`config.mk`:
```
export PLATFORM = sky130hd
export DESIGN_NAME = srlm_top
export DESIGN_NICKNAME = d
export VERILOG_FILES = /design/src/hdl/srlm_pkg.sv /design/src/hdl/srlm_sync.sv /design/src/hdl/srlm_top.sv
export SDC_FILE = /design/constraint.sdc
export NUM_CORES = 1
export LEC_CHECK = 0
export ABC_AREA = 1
export ABC_CLOCK_PERIOD_IN_PS = 4900
export BUFFER_PORTS_ARGS = -buffer_cell sky130_fd_sc_hd__buf_2
export CAP_MARGIN = 15
export CORE_ASPECT_RATIO = 0.9
export CORE_UTILIZATION = 48
export CTS_CLUSTER_DIAMETER = 80
export CTS_CLUSTER_SIZE = 25
export DETAILED_ROUTE_END_ITERATION = 8
export PLACE_DENSITY_LB_ADDON = 0.2
export SYNTH_ARGS = -nofsm -noshare
export SYNTH_HDL_FRONTEND = slang
export SYNTH_HIERARCHICAL = 1
export SYNTH_SLANG_ARGS = --single-unit
```
`constraint.sdc`:
```
create_clock -name CLK_I -period 4.9 [get_ports CLK_I]
set_input_delay 0.49 -clock CLK_I [delete_from_list [all_inputs] [get_ports CLK_I]]
set_output_delay 0.49 -clock CLK_I [all_outputs]
set_load 0.1 [all_outputs]
```
`src/hdl/srlm_pkg.sv`:
```
// Constants, types and helper functions of the signalling link receive monitor.
package srlm_pkg;

  // ****************************************************************
  // Line coding
  // ****************************************************************
  localparam logic [2:0]  ONES_STUFF      = 3'h5;
  localparam logic [2:0]  ONES_FLAG       = 3'h6;
  localparam logic [2:0]  ONES_ABORT      = 3'h7;
  localparam logic [2:0]  LAST_BIT        = 3'h7;

  // ****************************************************************
  // Check sequence
  // ****************************************************************
  localparam logic [15:0] CRC_INIT        = 16'hffff;
  localparam logic [15:0] CRC_POLY        = 16'h8408;
  localparam logic [15:0] CRC_GOOD        = 16'hf0b8;

  // ****************************************************************
  // Message lengths and reference store
  // ****************************************************************
  localparam logic [7:0]  FCS_OCTETS      = 8'h02;
  localparam logic [7:0]  REF_MIN_OCTETS  = 8'h03 + FCS_OCTETS;
  localparam logic [7:0]  REF_MAX_OCTETS  = 8'h05 + FCS_OCTETS;
  localparam logic [7:0]  MIN_FRAME_DEF   = 8'h05;
  localparam int          CAP_DEPTH       = 8;

  // ****************************************************************
  // Monitor counters and reset values
  // ****************************************************************
  localparam logic [5:0]  RATE_MAX        = 6'h3f;
  localparam logic [5:0]  RATE_RESET      = 6'h00;
  localparam logic [3:0]  BAD_WRAP        = 4'hf;
  localparam logic [7:0]  GOOD_WRAP       = 8'hff;
  localparam logic [7:0]  GOOD_RESET      = 8'h00;
  localparam logic [7:0]  MAX_LEN_RESET   = 8'h00;

  typedef enum logic [1:0] {RX_HUNT, RX_FRAME, RX_DISCARD} srlm_rx_state_type;

  // Reflected CRC-16 over one octet, low bit first.
  function automatic logic [15:0] srlm_crc_octet(input logic [15:0] crc, input logic [7:0] octet);
    logic [15:0] c;
    c = crc;
    for (int i = 0; i < 8; i++) begin
      if (c[0] ^ octet[i]) begin
        c = (c >> 1) ^ CRC_POLY;
      end else begin
        c = c >> 1;
      end
    end
    return c;
  endfunction

endpackage

```
`src/hdl/srlm_sync.sv`:
```
// Three-stage pin synchroniser that accepts a change once two stages agree.
`timescale 1ns/1ns
module srlm_sync #(
  parameter int WIDTH = 2
) (
  // Clock and reset
  input  wire logic             clk_i,
  input  wire logic             reset_n_i,
  // Asynchronous inputs and their clean copies
  input  wire logic [WIDTH-1:0] async_i,
  output      logic [WIDTH-1:0] sync_o
);

  logic [WIDTH-1:0] stage1_reg;
  logic [WIDTH-1:0] stage2_reg;
  logic [WIDTH-1:0] stage3_reg;

  // The first stage feeds the second only, so a metastable value never fans out.
  always_ff @(posedge clk_i or negedge reset_n_i) begin
    if (!reset_n_i) begin
      stage1_reg <= '0;
      stage2_reg <= '0;
      stage3_reg <= '0;
    end else begin
      stage1_reg <= async_i;
      stage2_reg <= stage1_reg;
      stage3_reg <= stage2_reg;
    end
  end

  always_ff @(posedge clk_i or negedge reset_n_i) begin
    if (!reset_n_i) begin
      sync_o <= '0;
    end else begin
      for (int i = 0; i < WIDTH; i++) begin
        if (stage2_reg[i] == stage3_reg[i]) begin
          sync_o[i] <= stage3_reg[i];
        end
      end
    end
  end

endmodule

```
`src/hdl/srlm_top.sv`:
```
// Receive signalling link monitor: deframer, repeat-message filter and error-rate monitor.
`timescale 1ns/1ns
module srlm_top
  import srlm_pkg::*;
#(
  parameter logic [7:0] MIN_FRAME_OCTETS = MIN_FRAME_DEF
) (
  // Clock and reset
  input  wire logic       CLK_I,
  input  wire logic       RESET_N_I,
  // Serial receive link pins
  input  wire logic       RX_LINK_CLK_I,
  input  wire logic       RX_LINK_DATA_I,
  // Channel configuration
  input  wire logic       SIGNALLING_CRC16_CHANNEL_MODE_I,
  input  wire logic [7:0] MAX_FRAME_LEN_I,
  // Interrupt masks, high blocks the interrupt
  input  wire logic       MASK_FILTER_MATCH_I,
  input  wire logic       MASK_SHORT_FRAME_I,
  input  wire logic       MASK_LONG_FRAME_I,
  input  wire logic       MASK_CRC_ERROR_I,
  input  wire logic       MASK_COUNT_UP_I,
  input  wire logic       MASK_COUNT_DOWN_I,
  // Receive buffer octet stream
  output      logic [7:0] RX_OCTET_O,
  output      logic       RX_OCTET_VALID_O,
  // Message status
  output      logic       RX_MSG_END_O,
  output      logic       RX_MSG_GOOD_O,
  output      logic       RX_MSG_FILTERED_O,
  // Monitor state
  output      logic       FILTERING_O,
  output      logic       OCTET_COUNTING_O,
  output      logic [5:0] UNIT_ERROR_RATE_COUNTER_O,
  // Interrupt pulses
  output      logic       FILTER_MATCH_INTERRUPT_O,
  output      logic       SHORT_FRAME_ERROR_O,
  output      logic       LONG_FRAME_ERROR_O,
  output      logic       CRC_ERROR_INTERRUPT_O,
  output      logic       ERROR_COUNT_UP_INTERRUPT_O,
  output      logic       ERROR_COUNT_DOWN_INTERRUPT_O
);

  // ****************************************************************
  // Declarations
  // ****************************************************************
  logic [1:0]        pins_s;
  logic              lclk_s;
  logic              din;
  logic              lclk_prev_reg;
  logic              bit_en;
  logic [2:0]        ones_reg;
  logic              is_flag;
  logic              is_abort;
  logic              is_stuff;
  srlm_rx_state_type st_reg;
  logic              data_bit;
  logic [7:0]        sh_reg;
  logic [2:0]        bit_cnt_reg;
  logic [7:0]        oct_cnt_reg;
  logic [15:0]       crc_reg;
  logic              octet_done;
  logic [7:0]        octet_val;
  logic              frame_end;
  logic              msg_valid;
  logic              too_long;
  logic              short_err;
  logic              align_err;
  logic              crc_err;
  logic              msg_good;
  logic              qualify;
  logic [7:0]        cap_mem [CAP_DEPTH];
  logic [7:0]        ref_mem [CAP_DEPTH];
  logic [7:0]        ref_len_reg;
  logic              filt_reg;
  logic              ref_bit;
  logic              cmp_fail;
  logic              lead_prefix;
  logic              pre_miss_reg;
  logic              filter_match;
  logic              filt_exit;
  logic              ref_load;
  logic [3:0]        rep_cnt_reg;
  logic [3:0]        rep_end_reg;
  logic              rep_busy;
  logic              end_pend_reg;
  logic              ocm_reg;
  logic              ocm_enter;
  logic [2:0]        line_bits_reg;
  logic              line_tick;
  logic [3:0]        bad_reg;
  logic              bad_wrap;
  logic [7:0]        good_reg;
  logic              good_wrap;
  logic              err_evt;
  logic [1:0]        up_n;
  logic [7:0]        rate_sum;
  logic [5:0]        rate_next;
  logic [5:0]        rate_reg;

  // ****************************************************************
  // Link pin sampling
  // ****************************************************************
  srlm_sync #(.WIDTH(2)) u_sync (
    .clk_i     (CLK_I),
    .reset_n_i (RESET_N_I),
    .async_i   ({RX_LINK_CLK_I, RX_LINK_DATA_I}),
    .sync_o    (pins_s)
  );

  assign lclk_s = pins_s[1];
  assign din    = pins_s[0];

  always_ff @(posedge CLK_I or negedge RESET_N_I) begin
    if (!RESET_N_I) begin
      lclk_prev_reg <= 1'b0;
    end else begin
      lclk_prev_reg <= lclk_s;
    end
  end

  // Both pins share the same delay, so data sampled at the clock's rise is settled.
  assign bit_en = SIGNALLING_CRC16_CHANNEL_MODE_I && lclk_s && !lclk_prev_reg;

  // ****************************************************************
  // Flag, abort and stuffing detection
  // ****************************************************************
  always_comb begin
    is_flag  = 1'b0;
    is_abort = 1'b0;
    is_stuff = 1'b0;
    if (bit_en) begin
      if (din) begin
        is_abort = (ones_reg == ONES_ABORT - 3'h1);
      end else if (ones_reg == ONES_FLAG) begin
        is_flag = 1'b1;
      end else begin
        is_stuff = (ones_reg == ONES_STUFF);
      end
    end
  end

  always_ff @(posedge CLK_I or negedge RESET_N_I) begin
    if (!RESET_N_I) begin
      ones_reg <= 3'h0;
    end else if (bit_en) begin
      if (!din) begin
        ones_reg <= 3'h0;
      end else if (ones_reg != ONES_ABORT) begin
        ones_reg <= ones_reg + 3'h1;
      end
    end
  end

  // ****************************************************************
  // Frame state
  // ****************************************************************
  assign data_bit   = bit_en && !is_flag && !is_abort && !is_stuff && (st_reg == RX_FRAME);
  assign octet_done = data_bit && (bit_cnt_reg == LAST_BIT);
  assign octet_val  = {din, sh_reg[7:1]};
  assign too_long   = octet_done && (oct_cnt_reg >= MAX_FRAME_LEN_I);
  assign frame_end  = is_flag && (st_reg == RX_FRAME);
  // The closing flag leaves seven of its bits in the counters, so a clean end shows bit count seven.
  assign msg_valid  = frame_end && !((oct_cnt_reg == 8'h00) && (bit_cnt_reg == LAST_BIT));
  assign short_err  = oct_cnt_reg < MIN_FRAME_OCTETS;
  assign align_err  = bit_cnt_reg != LAST_BIT;
  assign crc_err    = crc_reg != CRC_GOOD;
  assign msg_good   = msg_valid && !short_err && !align_err && !crc_err;
  assign qualify    = (oct_cnt_reg >= REF_MIN_OCTETS) && (oct_cnt_reg <= REF_MAX_OCTETS);

  always_ff @(posedge CLK_I or negedge RESET_N_I) begin
    if (!RESET_N_I) begin
      st_reg <= RX_HUNT;
    end else begin
      case (st_reg)
        RX_HUNT: begin
          if (is_flag) begin
            st_reg <= RX_FRAME;
          end
        end
        RX_FRAME: begin
          if (is_abort || too_long) begin
            st_reg <= RX_DISCARD;
          end
        end
        RX_DISCARD: begin
          if (is_flag) begin
            st_reg <= RX_FRAME;
          end
        end
        default: begin
          st_reg <= RX_HUNT;
        end
      endcase
    end
  end

  always_ff @(posedge CLK_I or negedge RESET_N_I) begin
    if (!RESET_N_I) begin
      sh_reg      <= 8'h00;
      bit_cnt_reg <= 3'h0;
      oct_cnt_reg <= 8'h00;
      crc_reg     <= CRC_INIT;
    end else if (is_flag) begin
      bit_cnt_reg <= 3'h0;
      oct_cnt_reg <= 8'h00;
      crc_reg     <= CRC_INIT;
    end else if (data_bit) begin
      sh_reg      <= octet_val;
      bit_cnt_reg <= bit_cnt_reg + 3'h1;
      if (octet_done) begin
        oct_cnt_reg <= oct_cnt_reg + 8'h01;
        crc_reg     <= srlm_crc_octet(crc_reg, octet_val);
      end
    end
  end

  // The first CAP_DEPTH (8) octets of the current message are captured so that they can be replayed or kept.
  always_ff @(posedge CLK_I or negedge RESET_N_I) begin
    if (!RESET_N_I) begin
      for (int i = 0; i < CAP_DEPTH; i++) begin
        cap_mem[i] <= 8'h00;
      end
    end else if (octet_done && (oct_cnt_reg < 8'(CAP_DEPTH))) begin
      cap_mem[oct_cnt_reg[2:0]] <= octet_val;
    end
  end

  // ****************************************************************
  // Repeat-message filter
  // ****************************************************************
  assign ref_bit = ref_mem[oct_cnt_reg[2:0]][bit_cnt_reg];

  // An opening flag after an idle line shows its first seven bits as data, so a bit that
  // may still be such a flag only notes a mismatch, which the next real data bit declares.
  assign lead_prefix = (oct_cnt_reg == 8'h00) &&
                       (din ? ((bit_cnt_reg != 3'h0) && (bit_cnt_reg != LAST_BIT) &&
                               (ones_reg == bit_cnt_reg - 3'h1))
                            : (bit_cnt_reg == 3'h0));

  always_ff @(posedge CLK_I or negedge RESET_N_I) begin
    if (!RESET_N_I) begin
      pre_miss_reg <= 1'b0;
    end else if (is_flag || octet_done || !filt_reg) begin
      pre_miss_reg <= 1'b0;
    end else if (data_bit && lead_prefix && (din != ref_bit)) begin
      pre_miss_reg <= 1'b1;
    end
  end

  // Past the reference length, a mismatch is declared only on a whole extra octet,
  // because the seven flag bits of a clean ending must not count as surplus data.
  assign cmp_fail = data_bit && filt_reg && !lead_prefix &&
                    ((oct_cnt_reg < ref_len_reg) ? ((din != ref_bit) || pre_miss_reg)
                                                 : (bit_cnt_reg == LAST_BIT));
  assign filter_match = msg_good && filt_reg && (oct_cnt_reg == ref_len_reg);
  assign filt_exit    = cmp_fail || (filt_reg && msg_valid && !filter_match) ||
                        (filt_reg && is_abort && (st_reg == RX_FRAME));
  assign ref_load     = msg_good && qualify && !filter_match;

  always_ff @(posedge CLK_I or negedge RESET_N_I) begin
    if (!RESET_N_I) begin
      filt_reg <= 1'b0;
    end else if (!SIGNALLING_CRC16_CHANNEL_MODE_I) begin
      filt_reg <= 1'b0;
    end else if (ref_load) begin
      filt_reg <= 1'b1;
    end else if (filt_exit) begin
      filt_reg <= 1'b0;
    end
  end

  always_ff @(posedge CLK_I or negedge RESET_N_I) begin
    if (!RESET_N_I) begin
      ref_len_reg <= 8'h00;
      for (int i = 0; i < CAP_DEPTH; i++) begin
        ref_mem[i] <= 8'h00;
      end
    end else if (ref_load) begin
      ref_len_reg <= oct_cnt_reg;
      for (int i = 0; i < CAP_DEPTH; i++) begin
        ref_mem[i] <= cap_mem[i];
      end
    end
  end

  // Octets held back while filtering are replayed from the capture store once the
  // message turns out different; they match the reference, so nothing is lost.
  assign rep_busy = rep_cnt_reg != rep_end_reg;

  always_ff @(posedge CLK_I or negedge RESET_N_I) begin
    if (!RESET_N_I) begin
      rep_cnt_reg <= 4'h0;
      rep_end_reg <= 4'h0;
    end else if (cmp_fail) begin
      rep_cnt_reg <= 4'h0;
      rep_end_reg <= oct_cnt_reg[3:0] + {3'h0, octet_done};
    end else if (filt_reg && msg_valid && !filter_match) begin
      rep_cnt_reg <= 4'h0;
      rep_end_reg <= oct_cnt_reg[3:0];
    end else if (rep_busy) begin
      rep_cnt_reg <= rep_cnt_reg + 4'h1;
    end
  end

  always_ff @(posedge CLK_I or negedge RESET_N_I) begin
    if (!RESET_N_I) begin
      RX_OCTET_O       <= 8'h00;
      RX_OCTET_VALID_O <= 1'b0;
    end else if (rep_busy) begin
      RX_OCTET_O       <= cap_mem[rep_cnt_reg[2:0]];
      RX_OCTET_VALID_O <= 1'b1;
    end else if (octet_done && !filt_reg) begin
      RX_OCTET_O       <= octet_val;
      RX_OCTET_VALID_O <= 1'b1;
    end else begin
      RX_OCTET_VALID_O <= 1'b0;
    end
  end

  // The end pulse of a message waits for any replay so that it follows its own data; good and filtered status update at once.
  always_ff @(posedge CLK_I or negedge RESET_N_I) begin
    if (!RESET_N_I) begin
      end_pend_reg      <= 1'b0;
      RX_MSG_END_O      <= 1'b0;
      RX_MSG_GOOD_O     <= 1'b0;
      RX_MSG_FILTERED_O <= 1'b0;
    end else begin
      RX_MSG_END_O <= 1'b0;
      if (msg_valid) begin
        end_pend_reg      <= 1'b1;
        RX_MSG_GOOD_O     <= msg_good;
        RX_MSG_FILTERED_O <= filter_match;
      end else if (end_pend_reg && !rep_busy) begin
        end_pend_reg <= 1'b0;
        RX_MSG_END_O <= 1'b1;
      end
    end
  end

  // ****************************************************************
  // Octet counting
  // ****************************************************************
  assign ocm_enter = is_abort || too_long;
  // Octets are counted on raw line bits, since an aborted line has no framing to follow.
  assign line_tick = bit_en && (line_bits_reg == LAST_BIT);
  assign bad_wrap  = line_tick && ocm_reg && !ocm_enter && (bad_reg == BAD_WRAP);

  always_ff @(posedge CLK_I or negedge RESET_N_I) begin
    if (!RESET_N_I) begin
      line_bits_reg <= 3'h0;
    end else if (bit_en) begin
      line_bits_reg <= line_bits_reg + 3'h1;
    end
  end

  always_ff @(posedge CLK_I or negedge RESET_N_I) begin
    if (!RESET_N_I) begin
      ocm_reg <= 1'b0;
    end else if (ocm_enter) begin
      ocm_reg <= 1'b1;
    end else if (msg_good) begin
      ocm_reg <= 1'b0;
    end
  end

  always_ff @(posedge CLK_I or negedge RESET_N_I) begin
    if (!RESET_N_I) begin
      bad_reg <= 4'h0;
    end else if (ocm_enter) begin
      bad_reg <= 4'h0;
    end else if (line_tick && ocm_reg) begin
      bad_reg <= bad_reg + 4'h1;
    end
  end

  // ****************************************************************
  // Error-rate counter
  // ****************************************************************
  // A good message only ever arrives outside octet counting or as the one that ends it,
  // so the count simply holds while the mode lasts.
  assign good_wrap = msg_good && (good_reg == GOOD_WRAP);
  assign err_evt   = msg_valid && (short_err || align_err || crc_err);
  assign up_n      = {1'b0, err_evt} + {1'b0, bad_wrap};

  always_ff @(posedge CLK_I or negedge RESET_N_I) begin
    if (!RESET_N_I) begin
      good_reg <= GOOD_RESET;
    end else if (msg_good) begin
      good_reg <= good_reg + 8'h01;
    end
  end

  always_comb begin
    rate_sum = {2'b00, rate_reg} + {6'h00, up_n};
    if (good_wrap && (rate_sum != 8'h00)) begin
      rate_sum = rate_sum - 8'h01;
    end
    if (rate_sum > {2'b00, RATE_MAX}) begin
      rate_next = RATE_MAX;
    end else begin
      rate_next = rate_sum[5:0];
    end
  end

  always_ff @(posedge CLK_I or negedge RESET_N_I) begin
    if (!RESET_N_I) begin
      rate_reg <= RATE_RESET;
    end else begin
      rate_reg <= rate_next;
    end
  end

  // ****************************************************************
  // Interrupts and state outputs
  // ****************************************************************
  always_ff @(posedge CLK_I or negedge RESET_N_I) begin
    if (!RESET_N_I) begin
      FILTER_MATCH_INTERRUPT_O     <= 1'b0;
      SHORT_FRAME_ERROR_O          <= 1'b0;
      LONG_FRAME_ERROR_O           <= 1'b0;
      CRC_ERROR_INTERRUPT_O        <= 1'b0;
      ERROR_COUNT_UP_INTERRUPT_O   <= 1'b0;
      ERROR_COUNT_DOWN_INTERRUPT_O <= 1'b0;
    end else begin
      FILTER_MATCH_INTERRUPT_O     <= filter_match && !MASK_FILTER_MATCH_I;
      SHORT_FRAME_ERROR_O          <= msg_valid && short_err && !MASK_SHORT_FRAME_I;
      LONG_FRAME_ERROR_O           <= ((msg_valid && !short_err && align_err) || too_long) &&
                                      !MASK_LONG_FRAME_I;
      CRC_ERROR_INTERRUPT_O        <= msg_valid && !short_err && !align_err && crc_err &&
                                      !MASK_CRC_ERROR_I;
      ERROR_COUNT_UP_INTERRUPT_O   <= (up_n != 2'b00) && !MASK_COUNT_UP_I;
      ERROR_COUNT_DOWN_INTERRUPT_O <= good_wrap && !MASK_COUNT_DOWN_I;
    end
  end

  assign FILTERING_O               = filt_reg;
  assign OCTET_COUNTING_O          = ocm_reg;
  assign UNIT_ERROR_RATE_COUNTER_O = rate_reg;

endmodule

```
==> results.json, run 1 <==
{
  "gp_congestion": 0.864,
  "antenna_found_initial": 0,
  "dieArea_um2": 25600,
  "cts-resized-gates": 0,
  "vias": 9449,
  "diodes": 0,
  "drtAntennaViolNets": 0,
  "crit_start": "oct_cnt_reg[1]",
  "grt_max_degree": 126,
  "grt_pass1_vias": 8995,
  "r2r_setup_slack_ps": 590,
  "yosysWarnings": 6,
  "grt_setup_unrepaired": "no",
  "met1_usage": 0.352,
  "die_w_um": 169,
  "hold_viol": 0,
  "synthCells": 1421,
  "final_cells": 1786,
  "numCtsBuffers": 14,
  "yosysMostFrequentCell": "nand2_1",
  "synth-async-reset-ratio": 1.00,
  "r2r_start": "oct_cnt_reg[1]",
  "grtUsageMet2": 0.386,
  "drtPass1Iterations": 5,
  "clock-sinks": 235,
  "fin_tns_setup_ps": 0,
  "synthTopCellsByArea": "dfrtp_1, nand2_1, nand3_1",
  "skew_ps": 37.9,
  "final_util": 0.529,
  "dp.cells": 1762,
  "timing.final.ws_setup_ps": 586,
  "fin_nets": 1502,
  "final_max_slew_viol_count": 0,
  "finalSetupViolCount": 0,
  "clkTransAtPathRegs_ps": 90,
  "viasPerCell": 5.29,
  "synth_cell_type_count": 51,
  "period_share": 0.880,
  "htreeDepth": 1,
  "rows": 54,
  "pin_count": 45,
  "hold_path_class": "in2async",
  "whs_ps": 39.5,
  "start_util": 0.492,
  "start_kind": "register",
  "powerDensity_nw_per_um2": 355,
  "use_met3": 0.0336,
  "drc": 0,
  "slew_headroom": 0.340,
  "ys_seq_elements": 235,
  "syn-num-nets": 1481,
  "syn_area_um2": 12000,
  "worstSkewPairLatency_ps": 520,
  "clockBufferDepth": 3,
  "reg2reg_to": "UNIT_ERROR_RATE_COUNTER_O[4]",
  "syn2layout_area_growth_pct": 7.67,
  "status": "completed",
  "ys_seq_area_frac": 0.492,
  "ctsHoldBuffers": 0,
  "tritoncts": "yes",
  "cap_violations": 0,
  "port-buffer-count": 44,
  "postCtsSetupBuffers": 0,
  "drtIter0Drc": 836,
  "synth_top_area_cell": "dfrtp_1",
  "synth.avg_cell_area_um2": 8.44,
  "cp_max_fo": 13,
  "cts_root_buf": "clkbuf_16",
  "p_leak_nw": 6.29,
  "stdcell_area_um2": 12900,
  "worstPathRequired_ps": 5260,
  "grt_first_pass_wirelength_um": 49500,
  "grt.busiest_layer": "met2",
  "critical_path.endpoint": "UNIT_ERROR_RATE_COUNTER_O[4]",
  "min_period_ps": 4310,
  "total_power_mw": 4.59,
  "synth_flop_cell": "dfrtp_1",
  "grt_overflow": 0,
  "worstSetupPathType": "reg2reg",
  "wl_um": 30300,
  "drive_gt1_frac": 0.111,
  "die_height_um": 152,
  "place_area_um2": 12500,
  "vdd_drop_max_mv": 0.249,
  "synth.top_cell.area_share": 0.457,
  "cp_data_arrival_time_ps": 4680,
  "synth-edff-count": 0,
  "synthTopCellsByCount": "nand2_1, dfrtp_1, inv_1",
  "worstMarginPinSlew_ps": 989,
  "pre_cts_ws_ps": 667,
  "crit_path_end_kind": "register",
  "worst_r2r_path_depth": 24,
  "core_um2": 24400,
  "track_usage": 0.245,
  "hpwl_um": 20100,
  "wl_per_cell_um": 17.0,
  "fmax_mhz": 232
}
==> metal layers <==
layer	up-vias	routed length [um]
li1	4642	-
met5	-	0
met1	4510	14400
met4	0	693
met2	254	13600
met3	43	1580
==> critical path: stages, from the launching register on <==
cell	delay, ps
dfrtp_1	700
ha_1	350
a21oi_1	140
o21ai_0	80
nand2_1	60
o2111ai_1	130
nand2_1	120
nand2_1	130
nor2_1	200
nand4_1	140
inv_1	90
ha_1	130
ha_1	160
inv_1	50
fa_1	390
nor2_1	120
nand2_1	80
nor3_1	430
nor3_1	110
nand3_1	100
nand2_2	130
clkinv_2	120
nand2_1	70
nand2_1	60
nand4_1	70
==> worst min-delay path by stage <==
stage                                     from                      endpoint  slack, ps
final                                RESET_N_I  UNIT_ERROR_RATE_COUNTER_O[3]         40
after global routing             RX_LINK_CLK_I          u_sync/stage1_reg[1]         80
after CTS                        RX_LINK_CLK_I          u_sync/stage1_reg[1]         80
after detailed placement  u_sync/stage1_reg[0]          u_sync/stage2_reg[0]        340
after global placement    u_sync/stage1_reg[0]          u_sync/stage2_reg[0]        340
after floorplan                      RESET_N_I         CRC_ERROR_INTERRUPT_O        190
==> cells in the final DEF (no fill, tap or decap), types with 3 or more instances in the layout <==
| cell type | n |
|---|---|
| a21oi_1 | 48 |
| a22oi_1 | 5 |
| buf_2 | 43 |
| buf_4 | 16 |
| clkbuf_1 | 3 |
| clkbuf_16 | 14 |
| clkinv_2 | 3 |
| dfrtp_1 | 218 |
| dfstp_2 | 16 |
| ha_1 | 40 |
| inv_1 | 152 |
| inv_2 | 10 |
| nand2_1 | 365 |
| nand2_2 | 8 |
| nand2_4 | 4 |
| nand3_1 | 124 |
| nand3_4 | 3 |
| nand4_1 | 15 |
| nor2_1 | 70 |
| nor2_2 | 6 |
| nor2_4 | 4 |
| nor3_1 | 13 |
| nor4_1 | 5 |
| o211ai_1 | 17 |
| o21ai_0 | 111 |
| o21ai_1 | 32 |
| o21ai_2 | 12 |
| o22ai_1 | 4 |
| or2_2 | 4 |
| xnor2_1 | 23 |
| xor2_1 | 30 |
==> cell type report <==
type	instances	area [um2]
Tap cell	336	420
Multi-Input combinational cell	965	5170
Clock inverter	6	67.6
Inverter	166	627
Fill cell	2345	11500
Clock buffer	18	375
Sequential cell	235	5900
Timing Repair Buffer	60	350
==> report_power, final <==
group	total, mW	internal [mW]	leakage, nW	switching (mW)
Sequential	2.23	2.09	3.14	0.145
Clock	1.27	0.571	0.216	0.695
Combinational	1.09	0.368	2.93	0.723
==> logic make-up after synthesis <==
kind of cell / count (synthesis) / share of synthesized area
AO/OA/AOI/OAI: 240 / 0.113
XOR/XNOR: 53 / 0.0387
adder cells (fa/ha/maj): 41 / 0.0434
buffers and inverters: 221 / 0.0784
flip-flops: 235 / 0.492
multiplexers: 1 / 0.000939
AND/OR/NAND/NOR: 630 / 0.234
No activity file was read; power rests on OpenSTA's default activity.
==> run 2: changes to the inputs <==
--- a/config.mk
+++ b/config.mk
@@ -14,6 +14,7 @@
 export CTS_CLUSTER_DIAMETER = 80
 export CTS_CLUSTER_SIZE = 25
 export DETAILED_ROUTE_END_ITERATION = 8
+export GPL_TIMING_DRIVEN = 0
 export PLACE_DENSITY_LB_ADDON = 0.2
 export SYNTH_ARGS = -nofsm -noshare
 export SYNTH_HDL_FRONTEND = slang
==> run 2 against run 1 <==
Against the previous run:
- combinational power increased by 4%
- via count increased by 4.0%
- highest routed layer unchanged
- setup slack got worse by 98 ps
==> results.json, run 2 (synthesis gave the netlist of run 1 again) <==
{
  "path_cells": "buf_2 -> inv_2 -> clkbuf_1 -> nor3_1 -> inv_1 -> nand2_1 -> nor2_1 -> nand4_1 -> inv_1 -> ha_1 -> ha_1 -> inv_1 -> fa_1 -> nor2_1 -> nand2_1 -> xor2_1 -> nor3_1 -> nand3_1 -> nand2_2 -> clkinv_2 -> nand2_2 -> nand4_1",
  "p_leak_nw": 6.43,
  "syn2layout_area_growth_pct": 10.4,
  "drtPass1Iterations": 7,
  "fillCellCount": 2299,
  "min_period_ps": 4410,
  "crit_slowest_cell": "clkbuf_1",
  "grt_pass1_vias": 9272,
  "wl_um": 32500,
  "clock-sinks": 235,
  "fin_nets": 1548,
  "track_usage": 0.260,
  "grt_first_pass_wirelength_um": 51900,
  "cp_data_arrival_time_ps": 4780,
  "rows": 54,
  "grt_max_degree": 96,
  "place_area_um2": 12700,
  "drc": 0,
  "pin_count": 45,
  "timing.final.ws_setup_ps": 488,
  "worstMarginPinSlew_ps": 839,
  "die_height_um": 152,
  "clkTransAtPathRegs_ps": 100,
  "clockBufferDepth": 3,
  "dieArea_um2": 25600,
  "grt_setup_unrepaired": "no",
  "hold_path_class": "in2reg",
  "reg2reg_to": "UNIT_ERROR_RATE_COUNTER_O[0]",
  "skew_ps": 26.4,
  "cap_violations": 0,
  "cts_root_buf": "clkbuf_16",
  "stdcell_area_um2": 13200,
  "hp-start": "RX_LINK_DATA_I",
  "hold_path_end": "u_sync/stage1_reg[0]",
  "diodes": 0,
  "drive_gt1_frac": 0.122,
  "whs_ps": 97.3,
  "core_um2": 24400,
  "wl_per_cell_um": 17.7,
  "powerDensity_nw_per_um2": 359,
  "worstPathRequired_ps": 5270,
  "hold_viol": 0,
  "final_common_cell": "nand2_1",
  "numCtsBuffers": 14,
  "htreeDepth": 1,
  "die_w_um": 169,
  "tritoncts": "yes",
  "cp.depth": 22,
  "worst_r2r_path_depth": 22,
  "worstSkewPairLatency_ps": 500,
  "crit_top_cell": "inv_1",
  "final_cells": 1831,
  "viasPerCell": 5.37,
  "min_path_cells": 1,
  "antenna_found_initial": 0,
  "period_share": 0.900,
  "r2r_start": "u_sync/sync_o[0]",
  "final_max_slew_viol_count": 0,
  "r2r_setup_slack_ps": 490,
  "vdd_drop_max_mv": 0.277,
  "cp_max_fo": 10,
  "mostFrequentLayoutCells": "nand2_1, dfrtp_1, inv_1, nand3_1, o21ai_0",
  "crit_path_end_kind": "register",
  "fmax_mhz": 227,
  "gp_congestion": 0.973,
  "drtAntennaViolNets": 0,
  "cp.buffers_inverters": 7,
  "pre_cts_ws_ps": 133,
  "grt_overflow": 0,
  "port-buffer-count": 44,
  "slowest_delay_ps": 640,
  "start_util": 0.492,
  "status": "completed",
  "critical_path.top_delay_family": "simple AND/OR/NAND/NOR gates",
  "hpwl_um": 24100,
  "worstSetupPathType": "reg2reg",
  "dp.cells": 1803,
  "finalSetupViolCount": 0,
  "drtIter0Drc": 923,
  "slew_headroom": 0.441,
  "start_kind": "register",
  "vias": 9828
}
## run 2: layer usage
layer | vias up | wire length [um] | share of wire | GRT usage
li1 | 4750 | - | - | -
met1 | 4710 | 15800 | 0.49 | 0.402
met2 | 321 | 13900 | 0.43 | 0.384
met3 | 47 | 1930 | 0.059 | 0.0328
met4 | 0 | 813 | 0.025 | 0.0684
met5 | - | 0 | 0 | 0
## run 2: how the worst max path moves through the flow
stage	slack [ps]	startpoint	end
floorplan	1040	SIGNALLING_CRC16_CHANNEL_MODE_I	UNIT_ERROR_RATE_COUNTER_O[5]
finish	490	u_sync/sync_o[0]	UNIT_ERROR_RATE_COUNTER_O[0]
global placement	-910	RESET_N_I	cap_mem[32]
CTS	80	oct_cnt_reg[0]	UNIT_ERROR_RATE_COUNTER_O[0]
global route	110	oct_cnt_reg[0]	UNIT_ERROR_RATE_COUNTER_O[0]
detailed placement	130	oct_cnt_reg[0]	UNIT_ERROR_RATE_COUNTER_O[0]
## run 2: cell type report
class / instances / area, um2 / area share
Timing Repair Buffer: 52 / 333 / 0.0251
Clock buffer: 18 / 397 / 0.0300
Multi-Input combinational cell: 965 / 5160 / 0.389
Buffer: 54 / 309 / 0.0233
Sequential cell: 235 / 5900 / 0.446
Inverter: 166 / 631 / 0.0476
Tap cell: 336 / 420 / 0.0317
Clock inverter: 5 / 96.3 / 0.00728
## run 2: report_power, final
part	total [mW]	switching, mW	leakage (nW)	internal, mW
combinational	1.13	0.733	3.04	0.396
sequential	2.22	0.132	3.15	2.09
clock	1.40	0.703	0.241	0.701
## run 2: worst register-to-register path: stages (launching register included)
cell,delay (ps)
dfrtp_1,380
buf_2,230
inv_2,150
clkbuf_1,640
nor3_1,150
inv_1,100
nand2_1,140
nor2_1,210
nand4_1,160
inv_1,90
ha_1,140
ha_1,160
inv_1,60
fa_1,400
nor2_1,120
nand2_1,100
xor2_1,200
nor3_1,220
nand3_1,110
nand2_2,180
clkinv_2,140
nand2_2,130
nand4_1,100
## run 2: metrics by stage
stage	total power, mW	setup TNS, ps	util
2_1_floorplan	3.02	0	-
3_3_place_gp	3.33	-195240	0.518
4_1_cts	4.75	0	0.541
3_5_place_dp	3.36	0	0.521
5_1_grt	5.00	0	0.543
6_report	4.75	0	0.543
## run 2: what timing repair did
item | 4_1_cts | 5_1_grt
hold buffers | 1 | 0
hold endpoints to repair | 55 | 0
gates resized for setup | 0 | 2
setup buffers | 0 | 5
endpoints found under the setup margin | 0 | 6
